### src/vpw_pkg.sv
package vpw_pkg;
    // Clock and symbol timing
    localparam int unsigned CLK_PERIOD_NS = 100;
    localparam int unsigned SHORT_SYMBOL_NS = 35000;
    // Least time, so round up to whole cycles
    localparam logic [8:0] SHORT_SYMBOL_CYC =
        9'((SHORT_SYMBOL_NS + CLK_PERIOD_NS - 1) / CLK_PERIOD_NS);
    // Transmit timeout in prescaled ticks
    localparam logic [11:0] TMO_TICKS_1X = 12'd1000;
    localparam logic [11:0] TMO_TICKS_4X = 12'd4000;
    // Register indices; byte address is index times four
    localparam int unsigned ADDR_W = 10;
    localparam logic [7:0] IDX_RECEIVE_DATA_REG = 8'hF4;
    localparam logic [7:0] IDX_CTRL = 8'hF5;
    localparam logic [7:0] IDX_ERR = 8'hF7;
    localparam logic [7:0] IDX_VEC = 8'hF8;
    localparam logic [7:0] IDX_PRIO = 8'hF9;
    // Control register fields
    localparam int unsigned CTL_EN = 7;
    localparam int unsigned CTL_FRZ = 6;
    localparam int unsigned CTL_NFL = 5;
    localparam int unsigned CTL_X4 = 4;
    localparam int unsigned CTL_SUSP = 3;
    localparam logic [7:0] CTL_RST = 8'h40;
    // Error register fields
    localparam int unsigned ERR_TTO = 7;
    localparam int unsigned ERR_RECEIVE_OVERFLOW_FLAG = 5;
    localparam int unsigned ERR_TRA = 4;
    localparam int unsigned ERR_BREAK_RECEIVED_FLAG = 3;
    localparam int unsigned ERR_CRC_ERROR_FLAG = 2;
    localparam int unsigned ERR_IFD = 1;
    localparam int unsigned ERR_IBD = 0;
    localparam logic [7:0] ERR_RST = 8'h00;
    // Priority and sleep register fields
    localparam int unsigned PRL_LSB = 5;
    localparam int unsigned PRIO_SLP = 4;
    localparam int unsigned PRIO_RECEIVE_END_OF_BLOCK = 1;
    localparam int unsigned PRIO_TRANSMIT_END_OF_BLOCK = 0;
    localparam logic [7:0] PRIO_RST = 8'h10;
    // Encoded interrupt source codes
    localparam logic [1:0] ENC_ERR = 2'h0;
    localparam logic [1:0] ENC_EOM = 2'h1;
    localparam logic [1:0] ENC_RXF = 2'h2;
    localparam logic [1:0] ENC_TXR = 2'h3;
    // Frame check
    localparam logic [3:0] MAX_FRAME_BYTES = 4'd12;
    localparam logic [7:0] CRC_INIT = 8'hFF;
    localparam logic [7:0] CRC_POLY = 8'h1D;
    localparam logic [7:0] CRC_RESIDUE = 8'hC4;
    // Decoded symbols, one-cycle pulses except brk (level)
    typedef struct packed {
        logic sof;
        logic nb0;
        logic bit_ok;
        logic bit_val;
        logic end_of_data_minimum;
        logic end_of_frame_minimum;
        logic eof;
        logic break_symbol;
    } sym_type;
    // Internal request sources, highest default rank first
    typedef struct packed {
        logic tx_dma;
        logic rx_dma;
        logic err;
        logic eom;
        logic rxf;
        logic txr;
    } src_type;
    typedef enum {RX_IDLE, RX_DATA, RX_GAP, RX_LOCK} rx_state_type;
endpackage : vpw_pkg

### src/vpw_err_ctrl.sv
// Our own choice: the Avalon-MM register port.
`timescale 1ns/1ns
`default_nettype none
module vpw_err_ctrl (
    // Clock and reset
    input wire logic I_CORE_CLK,
    input wire logic I_RST_N,
    // Avalon-MM slave
    input wire logic [vpw_pkg::ADDR_W-1:0] I_AVS_ADDRESS,
    input wire logic I_AVS_READ,
    input wire logic I_AVS_WRITE,
    input wire logic [31:0] I_AVS_WRITEDATA,
    input wire logic [3:0] I_AVS_BYTEENABLE,
    output logic [31:0] O_AVS_READDATA,
    output logic O_AVS_WAITREQUEST,
    // Bus line and decoded symbols
    input wire logic I_BUS_RECEIVE_INPUT,
    input wire vpw_pkg::sym_type I_SYM,
    input wire logic I_PRESCALE_TICK,
    // Transmitter side
    input wire logic I_TRANSMITTING,
    input wire logic I_TX_ABORT,
    input wire logic I_TX_OUTPUT_REQ,
    output logic O_BUS_TRANSMIT_OUTPUT,
    output logic O_CANCEL_QUEUE,
    // Interrupt and DMA sources
    input wire vpw_pkg::src_type I_SRC_REQ,
    input wire logic I_RECEIVE_END_OF_BLOCK_SET,
    input wire logic I_TRANSMIT_END_OF_BLOCK_SET,
    output vpw_pkg::src_type O_GRANT,
    output logic O_RX_FULL,
    output logic O_END_OF_DATA_MINIMUM_EVENT
);
    import vpw_pkg::*;

    // Bus decode; one wait state for every access
    logic ack_r;
    logic [7:0] rdata_r;
    wire [7:0] idx = I_AVS_ADDRESS[ADDR_W-1:2];
    wire req = I_AVS_READ | I_AVS_WRITE;
    wire done = req & ack_r;
    wire wr_done = I_AVS_WRITE & ack_r & I_AVS_BYTEENABLE[0];
    wire rd_done = I_AVS_READ & ack_r;
    wire [7:0] wd = I_AVS_WRITEDATA[7:0];
    wire sel_rx = (idx == IDX_RECEIVE_DATA_REG);
    wire sel_ctl = (idx == IDX_CTRL);
    wire sel_err = (idx == IDX_ERR);
    wire sel_vec = (idx == IDX_VEC);
    wire sel_prio = (idx == IDX_PRIO);
    assign O_AVS_WAITREQUEST = req & ~ack_r;
    assign O_AVS_READDATA = {24'h0000_00, rdata_r};

    // Storage
    logic [7:0] ctl_r;            // Enable, freeze, options
    logic [7:0] err_r;            // Sticky error flags
    logic [4:0] vbase_r;          // Vector base
    logic [2:0] prl_r;            // Priority level
    logic sleep_r;                // Receiver sleep
    logic receive_end_of_block_r;                 // Receive end-of-block pending
    logic transmit_end_of_block_r;                 // Transmit end-of-block pending
    logic [7:0] rxd_r;            // Receive data register
    logic full_r;                 // Receive data unread
    rx_state_type st_r;           // Frame tracker
    rx_state_type st_nxt;
    logic [7:0] crc_r;            // Running CRC
    logic [7:0] shf_r;            // Byte assembly
    logic [2:0] bcnt_r;           // Bits in current byte
    logic [3:0] ycnt_r;           // Bytes in frame, saturating
    logic crc_chk_r;              // Segment carries a CRC
    logic eodm2_r;                // Second END_OF_DATA_MINIMUM seen in frame
    logic brk_r;                  // Break already reported
    logic end_of_data_minimum_seen_r;            // End of data already seen in frame
    logic rxd_d_r;                // Previous bus level
    logic [8:0] run_r;            // Cycles since last edge
    logic [11:0] tmo_r;           // Transmit active ticks

    // Block state
    wire en = ctl_r[CTL_EN];
    wire frz = ctl_r[CTL_FRZ];
    wire kill = ~en | frz;
    wire act = ~kill & ~err_r[ERR_TTO];
    // Frame errors stay quiet while asleep and silent
    wire quiet = sleep_r & ~I_TRANSMITTING;
    wire live = act & (st_r != RX_LOCK);

    // Symbol events, only while the block runs
    wire s_sof = act & I_SYM.sof;
    wire s_nb0 = act & I_SYM.nb0;
    wire s_bit = act & I_SYM.bit_ok;
    wire s_end_of_data_minimum = act & I_SYM.end_of_data_minimum;
    wire s_end_of_frame_minimum = act & I_SYM.end_of_frame_minimum;
    wire s_brk = act & I_SYM.break_symbol;

    // Break reported once per frame
    wire brk_ev = s_brk & ~brk_r;

    // Invalid bit: edge after too short a run
    wire edge_seen = act & (I_BUS_RECEIVE_INPUT != rxd_d_r);
    wire ibd_ev = edge_seen & (run_r < SHORT_SYMBOL_CYC);

    // Byte assembly and CRC step
    wire byte_done = s_bit & (st_r == RX_DATA) & (bcnt_r == 3'd7);
    wire [7:0] crc_step = {crc_r[6:0], 1'b0}
        ^ ((crc_r[7] ^ I_SYM.bit_val) ? CRC_POLY : 8'h00);
    wire crc_bad = crc_chk_r & (crc_r != CRC_RESIDUE);

    // Frame sequence checks
    wire ifd_gap = (st_r == RX_GAP) & s_sof & ~eodm2_r;
    wire ifd_data = (st_r == RX_DATA) & (s_sof
        | (s_end_of_data_minimum & (bcnt_r != 3'd0 | ycnt_r == 4'd0)));
    wire ifd_idle = (st_r == RX_IDLE) & s_bit;
    wire ifd_second = (st_r == RX_GAP) & eodm2_r & (s_sof | s_nb0 | s_bit);
    wire ifd_len = (st_r == RX_DATA) & s_bit & ~ctl_r[CTL_NFL]
        & (ycnt_r == MAX_FRAME_BYTES);
    wire ifd_ev = ifd_gap | ifd_data | ifd_idle | ifd_second | ifd_len;
    wire eod_ok = (st_r == RX_DATA) & s_end_of_data_minimum & ~ifd_data;
    wire crc_ev = eod_ok & crc_bad;

    // Frame errors raised once, then receiver locks
    wire frame_err = live & ~quiet & (crc_ev | ifd_ev | ibd_ev);

    // Delivery of received bytes, never while asleep
    wire deliver = byte_done & live & ~sleep_r & ~frame_err;
    wire rd_rx = rd_done & sel_rx;

    // Frame tracker next state
    always_comb begin
        st_nxt = st_r;
        case (st_r)
            RX_IDLE: begin
                if (s_sof) begin
                    st_nxt = RX_DATA;
                end
            end
            RX_DATA: begin
                if (eod_ok) begin
                    st_nxt = RX_GAP;
                end
            end
            RX_GAP: begin
                // In-frame response data follows directly
                if (s_nb0 | s_bit) begin
                    st_nxt = RX_DATA;
                end
            end
            RX_LOCK: begin
                st_nxt = RX_LOCK;
            end
            default: begin
                st_nxt = RX_IDLE;
            end
        endcase
        // Lock on error or break; END_OF_FRAME_MINIMUM always re-arms
        if (frame_err | brk_ev) begin
            st_nxt = RX_LOCK;
        end
        if (s_end_of_frame_minimum | kill) begin
            st_nxt = RX_IDLE;
        end
    end

    // Error flag set and clear terms
    logic [7:0] err_set;
    logic [7:0] err_clr;
    logic tmo_hit;
    always_comb begin
        err_set = 8'h00;
        err_set[ERR_TTO] = tmo_hit;
        err_set[ERR_RECEIVE_OVERFLOW_FLAG] = deliver & full_r & ~rd_rx;
        err_set[ERR_TRA] = act & I_TX_ABORT;
        err_set[ERR_BREAK_RECEIVED_FLAG] = s_brk;
        err_set[ERR_CRC_ERROR_FLAG] = frame_err & crc_ev;
        err_set[ERR_IFD] = frame_err & ifd_ev;
        err_set[ERR_IBD] = frame_err & ibd_ev;
        // Read clears only bits that were returned
        err_clr = (rd_done & sel_err) ? rdata_r : 8'h00;
        err_clr[ERR_TTO] = 1'b0;
        err_clr[ERR_TRA] = 1'b0;
        // Break survives reads while it lasts
        err_clr[ERR_BREAK_RECEIVED_FLAG] = err_clr[ERR_BREAK_RECEIVED_FLAG] & ~s_brk;
    end
    // Set wins over clear; disable and freeze force zero
    wire [7:0] err_nxt = kill ? ERR_RST
        : (err_set | (err_r & ~err_clr));

    // Transmit timeout on a stuck active output
    wire [11:0] tmo_lim = ctl_r[CTL_X4] ? TMO_TICKS_4X : TMO_TICKS_1X;
    assign tmo_hit = act & I_TX_OUTPUT_REQ & I_PRESCALE_TICK
        & (tmo_r == tmo_lim - 12'd1);
    assign O_BUS_TRANSMIT_OUTPUT = I_TX_OUTPUT_REQ & act;

    // Sleep bit: only hardware can clear it
    wire slp_force = kill | tmo_hit;
    wire slp_clr = act & (I_SYM.end_of_frame_minimum | I_SYM.eof | I_SYM.break_symbol);
    wire slp_wr = wr_done & sel_prio & wd[PRIO_SLP];
    wire sleep_nxt = slp_force | slp_wr | (sleep_r & ~slp_clr);

    // Cancel queue on break or frame error, never sets abort
    assign O_CANCEL_QUEUE = brk_ev | frame_err;
    assign O_RX_FULL = full_r;
    assign O_END_OF_DATA_MINIMUM_EVENT = s_end_of_data_minimum & ~quiet;

    // Control register; enable needs freeze already clear
    wire [7:0] ctl_w = {wd[CTL_EN] & ~frz & ~wd[CTL_FRZ],
        wd[CTL_FRZ], wd[CTL_NFL], wd[CTL_X4], wd[CTL_SUSP], 3'h0};
    wire [7:0] ctl_nxt = (wr_done & sel_ctl) ? ctl_w : ctl_r;

    // Internal sources and vector encoding
    src_type src;
    src_type grant;
    logic [1:0] enc;
    assign src = '{tx_dma: I_SRC_REQ.tx_dma, rx_dma: I_SRC_REQ.rx_dma,
        err: I_SRC_REQ.err | (|err_r), eom: I_SRC_REQ.eom,
        rxf: I_SRC_REQ.rxf | receive_end_of_block_r, txr: I_SRC_REQ.txr | transmit_end_of_block_r};
    vpw_prio_encoder u_prio (
        .i_req(src),
        .i_suspend(ctl_r[CTL_SUSP]),
        .o_grant(grant),
        .o_enc(enc)
    );
    assign O_GRANT = grant;

    // Read multiplexer, unmapped reads return zero
    wire [7:0] rd_mux = sel_rx ? rxd_r
        : sel_ctl ? ctl_r
        : sel_err ? err_r
        : sel_vec ? {vbase_r, enc, 1'b0}
        : sel_prio ? {prl_r, sleep_r, 2'h0, receive_end_of_block_r, transmit_end_of_block_r}
        : 8'h00;

    // Bus handshake and read capture
    always_ff @(posedge I_CORE_CLK or negedge I_RST_N) begin
        if (!I_RST_N) begin
            ack_r <= 1'b0;
            rdata_r <= 8'h00;
        end else begin
            ack_r <= req & ~ack_r;
            rdata_r <= (I_AVS_READ & ~ack_r) ? rd_mux : rdata_r;
        end
    end

    // Software registers
    always_ff @(posedge I_CORE_CLK or negedge I_RST_N) begin
        if (!I_RST_N) begin
            ctl_r <= CTL_RST;
            err_r <= ERR_RST;
            vbase_r <= 5'h00;
            prl_r <= PRIO_RST[7:PRL_LSB];
            sleep_r <= PRIO_RST[PRIO_SLP];
        end else begin
            ctl_r <= ctl_nxt;
            err_r <= err_nxt;
            vbase_r <= (wr_done & sel_vec) ? wd[7:3] : vbase_r;
            prl_r <= (wr_done & sel_prio) ? wd[7:PRL_LSB] : prl_r;
            sleep_r <= sleep_nxt;
        end
    end

    // End-of-block pending: hardware sets, software writes zero
    always_ff @(posedge I_CORE_CLK or negedge I_RST_N) begin
        if (!I_RST_N) begin
            receive_end_of_block_r <= PRIO_RST[PRIO_RECEIVE_END_OF_BLOCK];
            transmit_end_of_block_r <= PRIO_RST[PRIO_TRANSMIT_END_OF_BLOCK];
        end else begin
            receive_end_of_block_r <= ~frz & (I_RECEIVE_END_OF_BLOCK_SET | (receive_end_of_block_r
                & ~(wr_done & sel_prio & ~wd[PRIO_RECEIVE_END_OF_BLOCK])));
            transmit_end_of_block_r <= ~frz & (I_TRANSMIT_END_OF_BLOCK_SET | (transmit_end_of_block_r
                & ~(wr_done & sel_prio & ~wd[PRIO_TRANSMIT_END_OF_BLOCK])));
        end
    end

    // Receive data register; reading it frees the slot
    always_ff @(posedge I_CORE_CLK or negedge I_RST_N) begin
        if (!I_RST_N) begin
            rxd_r <= 8'h00;
            full_r <= 1'b0;
        end else begin
            rxd_r <= deliver ? {shf_r[6:0], I_SYM.bit_val} : rxd_r;
            full_r <= ~kill & (deliver | (full_r & ~rd_rx));
        end
    end

    // Frame tracker, byte and CRC accumulation
    always_ff @(posedge I_CORE_CLK or negedge I_RST_N) begin
        if (!I_RST_N) begin
            st_r <= RX_IDLE;
            crc_r <= CRC_INIT;
            shf_r <= 8'h00;
            bcnt_r <= 3'h0;
            ycnt_r <= 4'h0;
            crc_chk_r <= 1'b0;
            eodm2_r <= 1'b0;
            brk_r <= 1'b0;
        end else begin
            st_r <= st_nxt;
            // CRC restarts at every end of data
            crc_r <= (s_sof | s_nb0 | eod_ok) ? CRC_INIT
                : (s_bit & st_r != RX_IDLE) ? crc_step : crc_r;
            shf_r <= s_bit ? {shf_r[6:0], I_SYM.bit_val} : shf_r;
            bcnt_r <= (s_sof | s_nb0 | s_end_of_data_minimum | s_end_of_frame_minimum) ? 3'h0
                : (s_bit & st_r != RX_IDLE) ? bcnt_r + 3'd1 : bcnt_r;
            ycnt_r <= (s_sof | s_end_of_frame_minimum) ? 4'h0
                : (byte_done & ycnt_r != 4'hF) ? ycnt_r + 4'd1 : ycnt_r;
            // Type 1/2 responses carry no CRC
            crc_chk_r <= (s_sof | s_nb0) ? 1'b1
                : (st_r == RX_GAP & s_bit) ? 1'b0 : crc_chk_r;
            eodm2_r <= (s_sof | s_end_of_frame_minimum) ? 1'b0
                : (eod_ok & ycnt_r != 4'h0 & st_r == RX_DATA
                & crc_chk_r == 1'b0) ? 1'b1
                : (eod_ok & (st_r == RX_DATA)) ? eodm2_r | bcnt_r == 3'h0
                & brk_r == 1'b0 & end_of_data_minimum_seen_r : eodm2_r;
            brk_r <= ~kill & ~s_end_of_frame_minimum & (brk_r | brk_ev);
        end
    end

    // Flags an end-of-data mark already seen in the frame
    always_ff @(posedge I_CORE_CLK or negedge I_RST_N) begin
        if (!I_RST_N) begin
            end_of_data_minimum_seen_r <= 1'b0;
        end else begin
            end_of_data_minimum_seen_r <= ~(s_sof | s_end_of_frame_minimum | kill) & (end_of_data_minimum_seen_r | eod_ok);
        end
    end

    // Run length of bus level and transmit timeout
    always_ff @(posedge I_CORE_CLK or negedge I_RST_N) begin
        if (!I_RST_N) begin
            rxd_d_r <= 1'b0;
            run_r <= SHORT_SYMBOL_CYC;
            tmo_r <= 12'h000;
        end else begin
            rxd_d_r <= I_BUS_RECEIVE_INPUT;
            // Saturates so a long idle never looks short
            run_r <= edge_seen ? 9'd1
                : (run_r < SHORT_SYMBOL_CYC) ? run_r + 9'd1 : run_r;
            tmo_r <= (~act | ~I_TX_OUTPUT_REQ | tmo_hit) ? 12'h000
                : I_PRESCALE_TICK ? tmo_r + 12'd1 : tmo_r;
        end
    end
endmodule : vpw_err_ctrl
`default_nettype wire

### src/vpw_prio_encoder.sv
`timescale 1ns/1ns
`default_nettype none
module vpw_prio_encoder (
    // Requests
    input wire vpw_pkg::src_type i_req,
    input wire logic i_suspend,
    // Results
    output vpw_pkg::src_type o_grant,
    output logic [1:0] o_enc
);
    import vpw_pkg::*;
    // Error ranks above DMA only when suspension is on
    wire err_first = i_suspend & i_req.err;
    wire dma_ok = ~err_first;
    wire tx_g = i_req.tx_dma & dma_ok;
    wire rx_g = i_req.rx_dma & dma_ok & ~i_req.tx_dma;
    wire err_g = i_req.err & ~tx_g & ~rx_g;
    wire eom_g = i_req.eom & ~i_req.err & ~tx_g & ~rx_g;
    wire rxf_g = i_req.rxf & ~i_req.eom & ~i_req.err & ~tx_g & ~rx_g;
    wire txr_g = i_req.txr & ~i_req.rxf & ~i_req.eom & ~i_req.err
        & ~tx_g & ~rx_g;
    assign o_grant = '{tx_dma: tx_g, rx_dma: rx_g, err: err_g,
        eom: eom_g, rxf: rxf_g, txr: txr_g};
    // Encoding of highest interrupt source, DMA never encoded
    assign o_enc = i_req.err ? ENC_ERR : i_req.eom ? ENC_EOM :
        i_req.rxf ? ENC_RXF : i_req.txr ? ENC_TXR : ENC_ERR;
endmodule : vpw_prio_encoder
`default_nettype wire

### config.mk
export PLATFORM = sky130hd
export DESIGN_NAME = vpw_err_ctrl
export DESIGN_NICKNAME = d
export VERILOG_FILES = /design/src/vpw_pkg.sv /design/src/vpw_err_ctrl.sv /design/src/vpw_prio_encoder.sv
export SDC_FILE = /design/constraint.sdc
export NUM_CORES = 1
export LEC_CHECK = 0
export CAP_MARGIN = 10
export CORE_ASPECT_RATIO = 1.5
export CORE_UTILIZATION = 60
export CTS_BUF_LIST = sky130_fd_sc_hd__clkbuf_16
export DETAILED_ROUTE_END_ITERATION = 10
export DONT_BUFFER_PORTS = 1
export GPL_ROUTABILITY_DRIVEN = 0
export PLACE_DENSITY_LB_ADDON = 0.15
export SYNTH_ARGS = -nofsm -noshare
export SYNTH_HDL_FRONTEND = slang
export SYNTH_HIERARCHICAL = 1
export SYNTH_SLANG_ARGS = --single-unit
### constraint.sdc
create_clock -name I_CORE_CLK -period 3.3 [get_ports I_CORE_CLK]
set_clock_uncertainty 0.2 [all_clocks]
set_input_delay 0.495 -clock I_CORE_CLK [delete_from_list [all_inputs] [get_ports I_CORE_CLK]]
set_output_delay 0.495 -clock I_CORE_CLK [all_outputs]
set_load 0.05 [all_outputs]
# Word-level counts from Yosys, hierarchy flattened
# Cells that the tools add are included.
# classes
add_sub_neg	5
reduce_logical	16
n_eq_ne	20
bitwise	170
mux	34
magnitude_cmp	1
# ops
cell	n
$mux 32	5
$pmux 32 s4	1
$and 1x1->1	96
$eq 32x2->1 const B	3
$logic_not 32->1	2
$mux 8	8
$eq 8x8->1 const B	5
$mux 12	3
$or 1x1->1	36
$not 1->1	33
$eq 32x1->1 const B	1
$eq 32x3->1 const B	1
$ne 32x3->1 const B	1
$reduce_bool 32->1	1
$mux 9	2
$ne 4x4->1 const B	4
$add 12x1->12 const B	1
$eq 12x12->1	1
$reduce_bool 2->1	6
$sub 12x1->12 const B	1
$add 9x1->9 const B	1
$lt 9x9->1 const B	1
$and 8x8->8	1
$mux 2	4
other kinds (21)	28
# totals
out_inout_bits	43
inputBits	71
ff_bits	122

# Depth between registers and ports, before layout
# logic_depth
depth_word	21
mapped_depth	8
depth_no_buf	7

# By module
# The synthesis kept the hierarchy.
# modules_own_cells
module	seq_area_each_um2	area_each_um2	n_inst	cells_each
vpw_err_ctrl	2322.2	4830.9	1	480
vpw_prio_encoder	0.0	131.4	1	19

# Worst setup path before layout
# OpenSTA, ideal clock, no wires.
# synth_path
path_kind	input to output
startpoint	input port I_SYM[7] (netlist name)
endpoint	output port O_CANCEL_QUEUE
path_stages	6
path_buffers	1
path_slack_ps	524
arrival_ps	2081
path_cell_list	clkbuf_1 or3b_1 nor4_2 nand4_1 and3_1 nand2_1
# synth_via
elab_chain_cells	11
# synth_rtl
element	line	text
start, declared	vpw_err_ctrl.sv:18	input wire vpw_pkg::sym_type I_SYM,
$and 1x1->1 (*)	vpw_err_ctrl.sv:87	wire s_sof = act & I_SYM.sof;
$and 1x1->1 or $or 1x1->1 (tied branches)	vpw_err_ctrl.sv:108, vpw_err_ctrl.sv:110	
$and 1x1->1 (on tied branches)	vpw_err_ctrl.sv:108, vpw_err_ctrl.sv:109	
$or 1x1->1 (4 in series)	vpw_err_ctrl.sv:115	wire ifd_ev = ifd_gap | ifd_data | ifd_idle | ifd_second | ifd_len;
$or 1x1->1 (*) (2 in series)	vpw_err_ctrl.sv:120	wire frame_err = live & ~quiet & (crc_ev | ifd_ev | ibd_ev);
$and 1x1->1 (*)	vpw_err_ctrl.sv:120	
$or 1x1->1 (*)	vpw_err_ctrl.sv:199	assign O_CANCEL_QUEUE = brk_ev | frame_err;
end, declared	vpw_err_ctrl.sv:25	output logic O_CANCEL_QUEUE,
# Mark *: on every way between the ends. The rest lies on a longest branch, timed or not.

# Worst setup path in the final report
# layout_path
startpoint	register ycnt_r[0]
endpoint	output port O_CANCEL_QUEUE
# layout_via
elab_chain_cells	13
# layout_rtl
element	line	text
start, declared	vpw_err_ctrl.sv:68	logic [3:0] ycnt_r;
start signal, assigned	vpw_err_ctrl.sv:302	ycnt_r <= (s_sof | s_end_of_frame_minimum) ? 4'h0
$logic_not 4->1	vpw_err_ctrl.sv:110	| (s_end_of_data_minimum & (bcnt_r != 3'd0 | ycnt_r == 4'd0)));
$or 1x1->1	vpw_err_ctrl.sv:110	
$and 1x1->1	vpw_err_ctrl.sv:110	
$or 1x1->1	vpw_err_ctrl.sv:110	
$and 1x1->1	vpw_err_ctrl.sv:109	wire ifd_data = (st_r == RX_DATA) & (s_sof
$or 1x1->1 (4 in series)	vpw_err_ctrl.sv:115	
$or 1x1->1 (*) (2 in series)	vpw_err_ctrl.sv:120	
$and 1x1->1 (*)	vpw_err_ctrl.sv:120	
$or 1x1->1 (*)	vpw_err_ctrl.sv:199	
# Marked as above.

==> results.json <==
{
  "status": "finished clean",
  "start_util_pct": 62.0,
  "synth_area_sq_um": 4960,
  "cts_made_buffers": 9,
  "die_w_um": 76.3,
  "power_frac_seq_pct": 49.1,
  "synthTopCellsByCount": "dfrtp_1, nor2_1, nand2_1",
  "synth_top_area_share_pct": 38.3,
  "report.final.hold_viol_count": 0,
  "drt-initial-drc-count": 258,
  "setup-violations-final": 0,
  "swShare_pct": 27.6,
  "synth_top_area_cell": "dfrtp_1",
  "dieArea_sq_um": 8650,
  "post-route-drc-count": 0,
  "core_sq_um": 8010,
  "antenna_found_initial": 0,
  "grt_max_degree": 93,
  "synth-seq-cells": 92,
  "h-tree-depth": 3,
  "areaGrowthSynthToFinish_pct": 7.26,
  "slew_violations": 0,
  "ys_async_sr_fraction_pct": 100,
  "yosysUniqueCellTypes": 64,
  "combPwrFrac_pct": 13.1,
  "arrival_ns": 2.44,
  "power.share.clock_pct": 37.8,
  "rsz0062_at_grt": "no",
  "grt_pass1_vias": 3529,
  "start_kind": "register",
  "place_inst": 592,
  "multi_input_area_sq_um": 2370,
  "final_nets": 579,
  "viasPerCell": 5.84,
  "crit_type": "register to primary output",
  "synth_cells": 499,
  "wl_per_cell_um": 17.1,
  "period_needed_ns": 3.14,
  "regArea_sq_um": 2320,
  "root_buffer": "clkbuf_16",
  "syn_avg_cell_area_sq_um": 9.94,
  "finalNonFillerCells": 611,
  "clk_latency_ns": 0.35,
  "first_pass_iters": 5,
  "track_usage_pct": 26.2,
  "finalSetupTns_ns": 0,
  "cts_buffer_depth": 2,
  "clk_pin_slew_ns": 0.06,
  "synth_area_leaders": "dfrtp_1, dfstp_2, buf_4, nor2_1, nand2_1",
  "hp-class": "input port to register",
  "maxCapViolCount": 0,
  "grt_pass1_wl_um": 17200,
  "yosysSeqAreaShare_pct": 46.8,
  "fillers": 650,
  "post_dp_cell_area_sq_um": 4970,
  "wl_um": 10500,
  "dp_hpwl_um": 7780,
  "io_buffers": 0,
  "slew_headroom_pct": 37.1,
  "drive_gt1_share_pct": 16.6,
  "slowest_stage": "nor4_2",
  "final_area_sq_um": 5320,
  "slowest_delay_ns": 0.47,
  "p_leak_nw": 2.32,
  "crit_path_end_kind": "primary output",
  "vias": 3567,
  "intPower_mw": 1.94,
  "power.net_switching_uw": 736,
  "rows": 40,
  "antennaDiodeCount": 0,
  "grt_overflow": 0,
  "drtAntennaViolNets": 0,
  "synth_edf_count": 0,
  "worstPathCellList": "inv_1 > ha_1 > nor3b_2 > nor4_2 > nand4_1 > and3_1 > nand2_2",
  "die_y_um": 113,
  "tritoncts": "built",
  "max-vdd-ir-drop_mv": 0.375,
  "period_share_pct": 95.1,
  "clock_sinks": 92,
  "io_pins": 114,
  "worst_ep_required_time_ns": 2.60,
  "ys.flop_type": "dfrtp_1",
  "post_cts_buffers": 0,
  "yosysMostFrequentCell": "dfrtp_1",
  "yosysWarnings": 6,
  "path_max_fanout": 5,
  "worst_pin_slew_ns": 0.939,
  "power_density_nw_per_um2": 502,
  "fmax_ghz": 0.319
}
state kept, by name, summed over array words and instances, names as in the netlist:
name,flops
tmo_r,12
run_r,9
crc_r,8
err_r,8
rdata_r,8
rxd_r,8
shf_r,7
ctl_r,5
vbase_r,5
ycnt_r,4
bcnt_r,3
prl_r,3
st_r,2
O_RX_FULL,1
ack_r,1
brk_r,1
crc_chk_r,1
end_of_data_minimum_seen_r,1
eodm2_r,1
receive_end_of_block_r,1
rxd_d_r,1
sleep_r,1
transmit_end_of_block_r,1
repair_timing:
item                                    in CTS  in global routing
gates resized for setup                      0                  2
endpoints found under the setup margin       0                  1
hold buffers                                 3                  0
endpoints found under the hold margin       93                  0
cell families after synthesis:
| family | after synthesis | synth area share [%] |
|---|---|---|
| buffers and inverters | 64 | 7.49 |
| DFF | 92 | 46.8 |
| AOI/OAI and AO/OA | 80 | 11.0 |
| xor gates and xnor gates | 27 | 4.77 |
| adders and majority gates | 7 | 1.76 |
| and+or+nand+nor | 195 | 20.1 |
| other | 1 | 0.0756 |
| muxes | 33 | 8.02 |
cell usage in the layout, fill, tap and decap left out, types with 13 or more instances in the layout:
master / netlist / layout
xnor2_1: 13 / 13
buf_4: 31 / 14
nand2_1: 56 / 55
nor2_1: 57 / 57
xor2_1: 14 / 14
mux2_2: 15 / 15
dfstp_2: 16 / 16
conb_1: 1 / 24
a21oi_1: 17 / 17
inv_1: 15 / 15
dfrtp_1: 76 / 76
worst max-delay path, delay by kind of cell, from the launching register on:
kind / cells / cell delay [ns]
AND/OR/NAND/NOR: 5 / 1.43
flip-flops: 1 / 0.40
adder cells (fa/ha/maj): 1 / 0.20
buffers and inverters: 1 / 0.06
per-layer routing:
layer | GRT usage (%) | wire [um]
met1 | 29.1 | 4030
met4 | 17.7 | 458
met3 | 5.76 | 547
met5 | 0 | 0
met2 | 44.9 | 5430
through the flow:
step	hold slack (ns)	power [mW]	setup WS, ns	util, %
after CTS	0.0308	2.69	0.0259	66.4
final	0.0361	2.67	0.163	66.5
after global placement	0.00310	1.64	0.427	62.1
after detailed placement	0.00280	1.65	0.411	62.1
after global routing	0.0414	2.79	0.0501	66.5
after floorplan	-0.000591	1.63	0.524	-
area by class of cell:
class	instances	share of cell area (%)
Clock inverter	7	1.27
Inverter	15	1.06
Multi-Input combinational cell	366	44.5
Tap cell	105	2.47
Timing Repair Buffer	17	2.87
Sequential cell	92	43.6
Clock buffer	9	4.23
power groups by stage:
stage	Clock (mW)	Combinational [mW]	Sequential [mW]
2_1_floorplan	0	0.318	1.31
3_3_place_gp	0	0.314	1.32
3_5_place_dp	0	0.321	1.33
4_1_cts	1.02	0.354	1.31
5_1_grt	1.08	0.394	1.32
6_report	1.01	0.351	1.31
final timing paths:
path / cells after the start / slack, ns / from / endpoint
setup / recovery: 7 / 0.16 / ycnt_r[0] / O_CANCEL_QUEUE
hold / removal: 1 / 0.04 / I_SYM[7] / end_of_data_minimum_seen_r
setup reg to reg: 7 / 0.63 / bcnt_r[0] / rxd_r[1]
hold reg to reg: 2 / 0.29 / prl_r[1] / prl_r[1]
max in group asynchronous: 2 / 2.01 / I_RST_N / run_r[8]
min in group asynchronous: 2 / 0.51 / I_RST_N / tmo_r[10]
No activity file was read; power rests on OpenSTA's default activity.
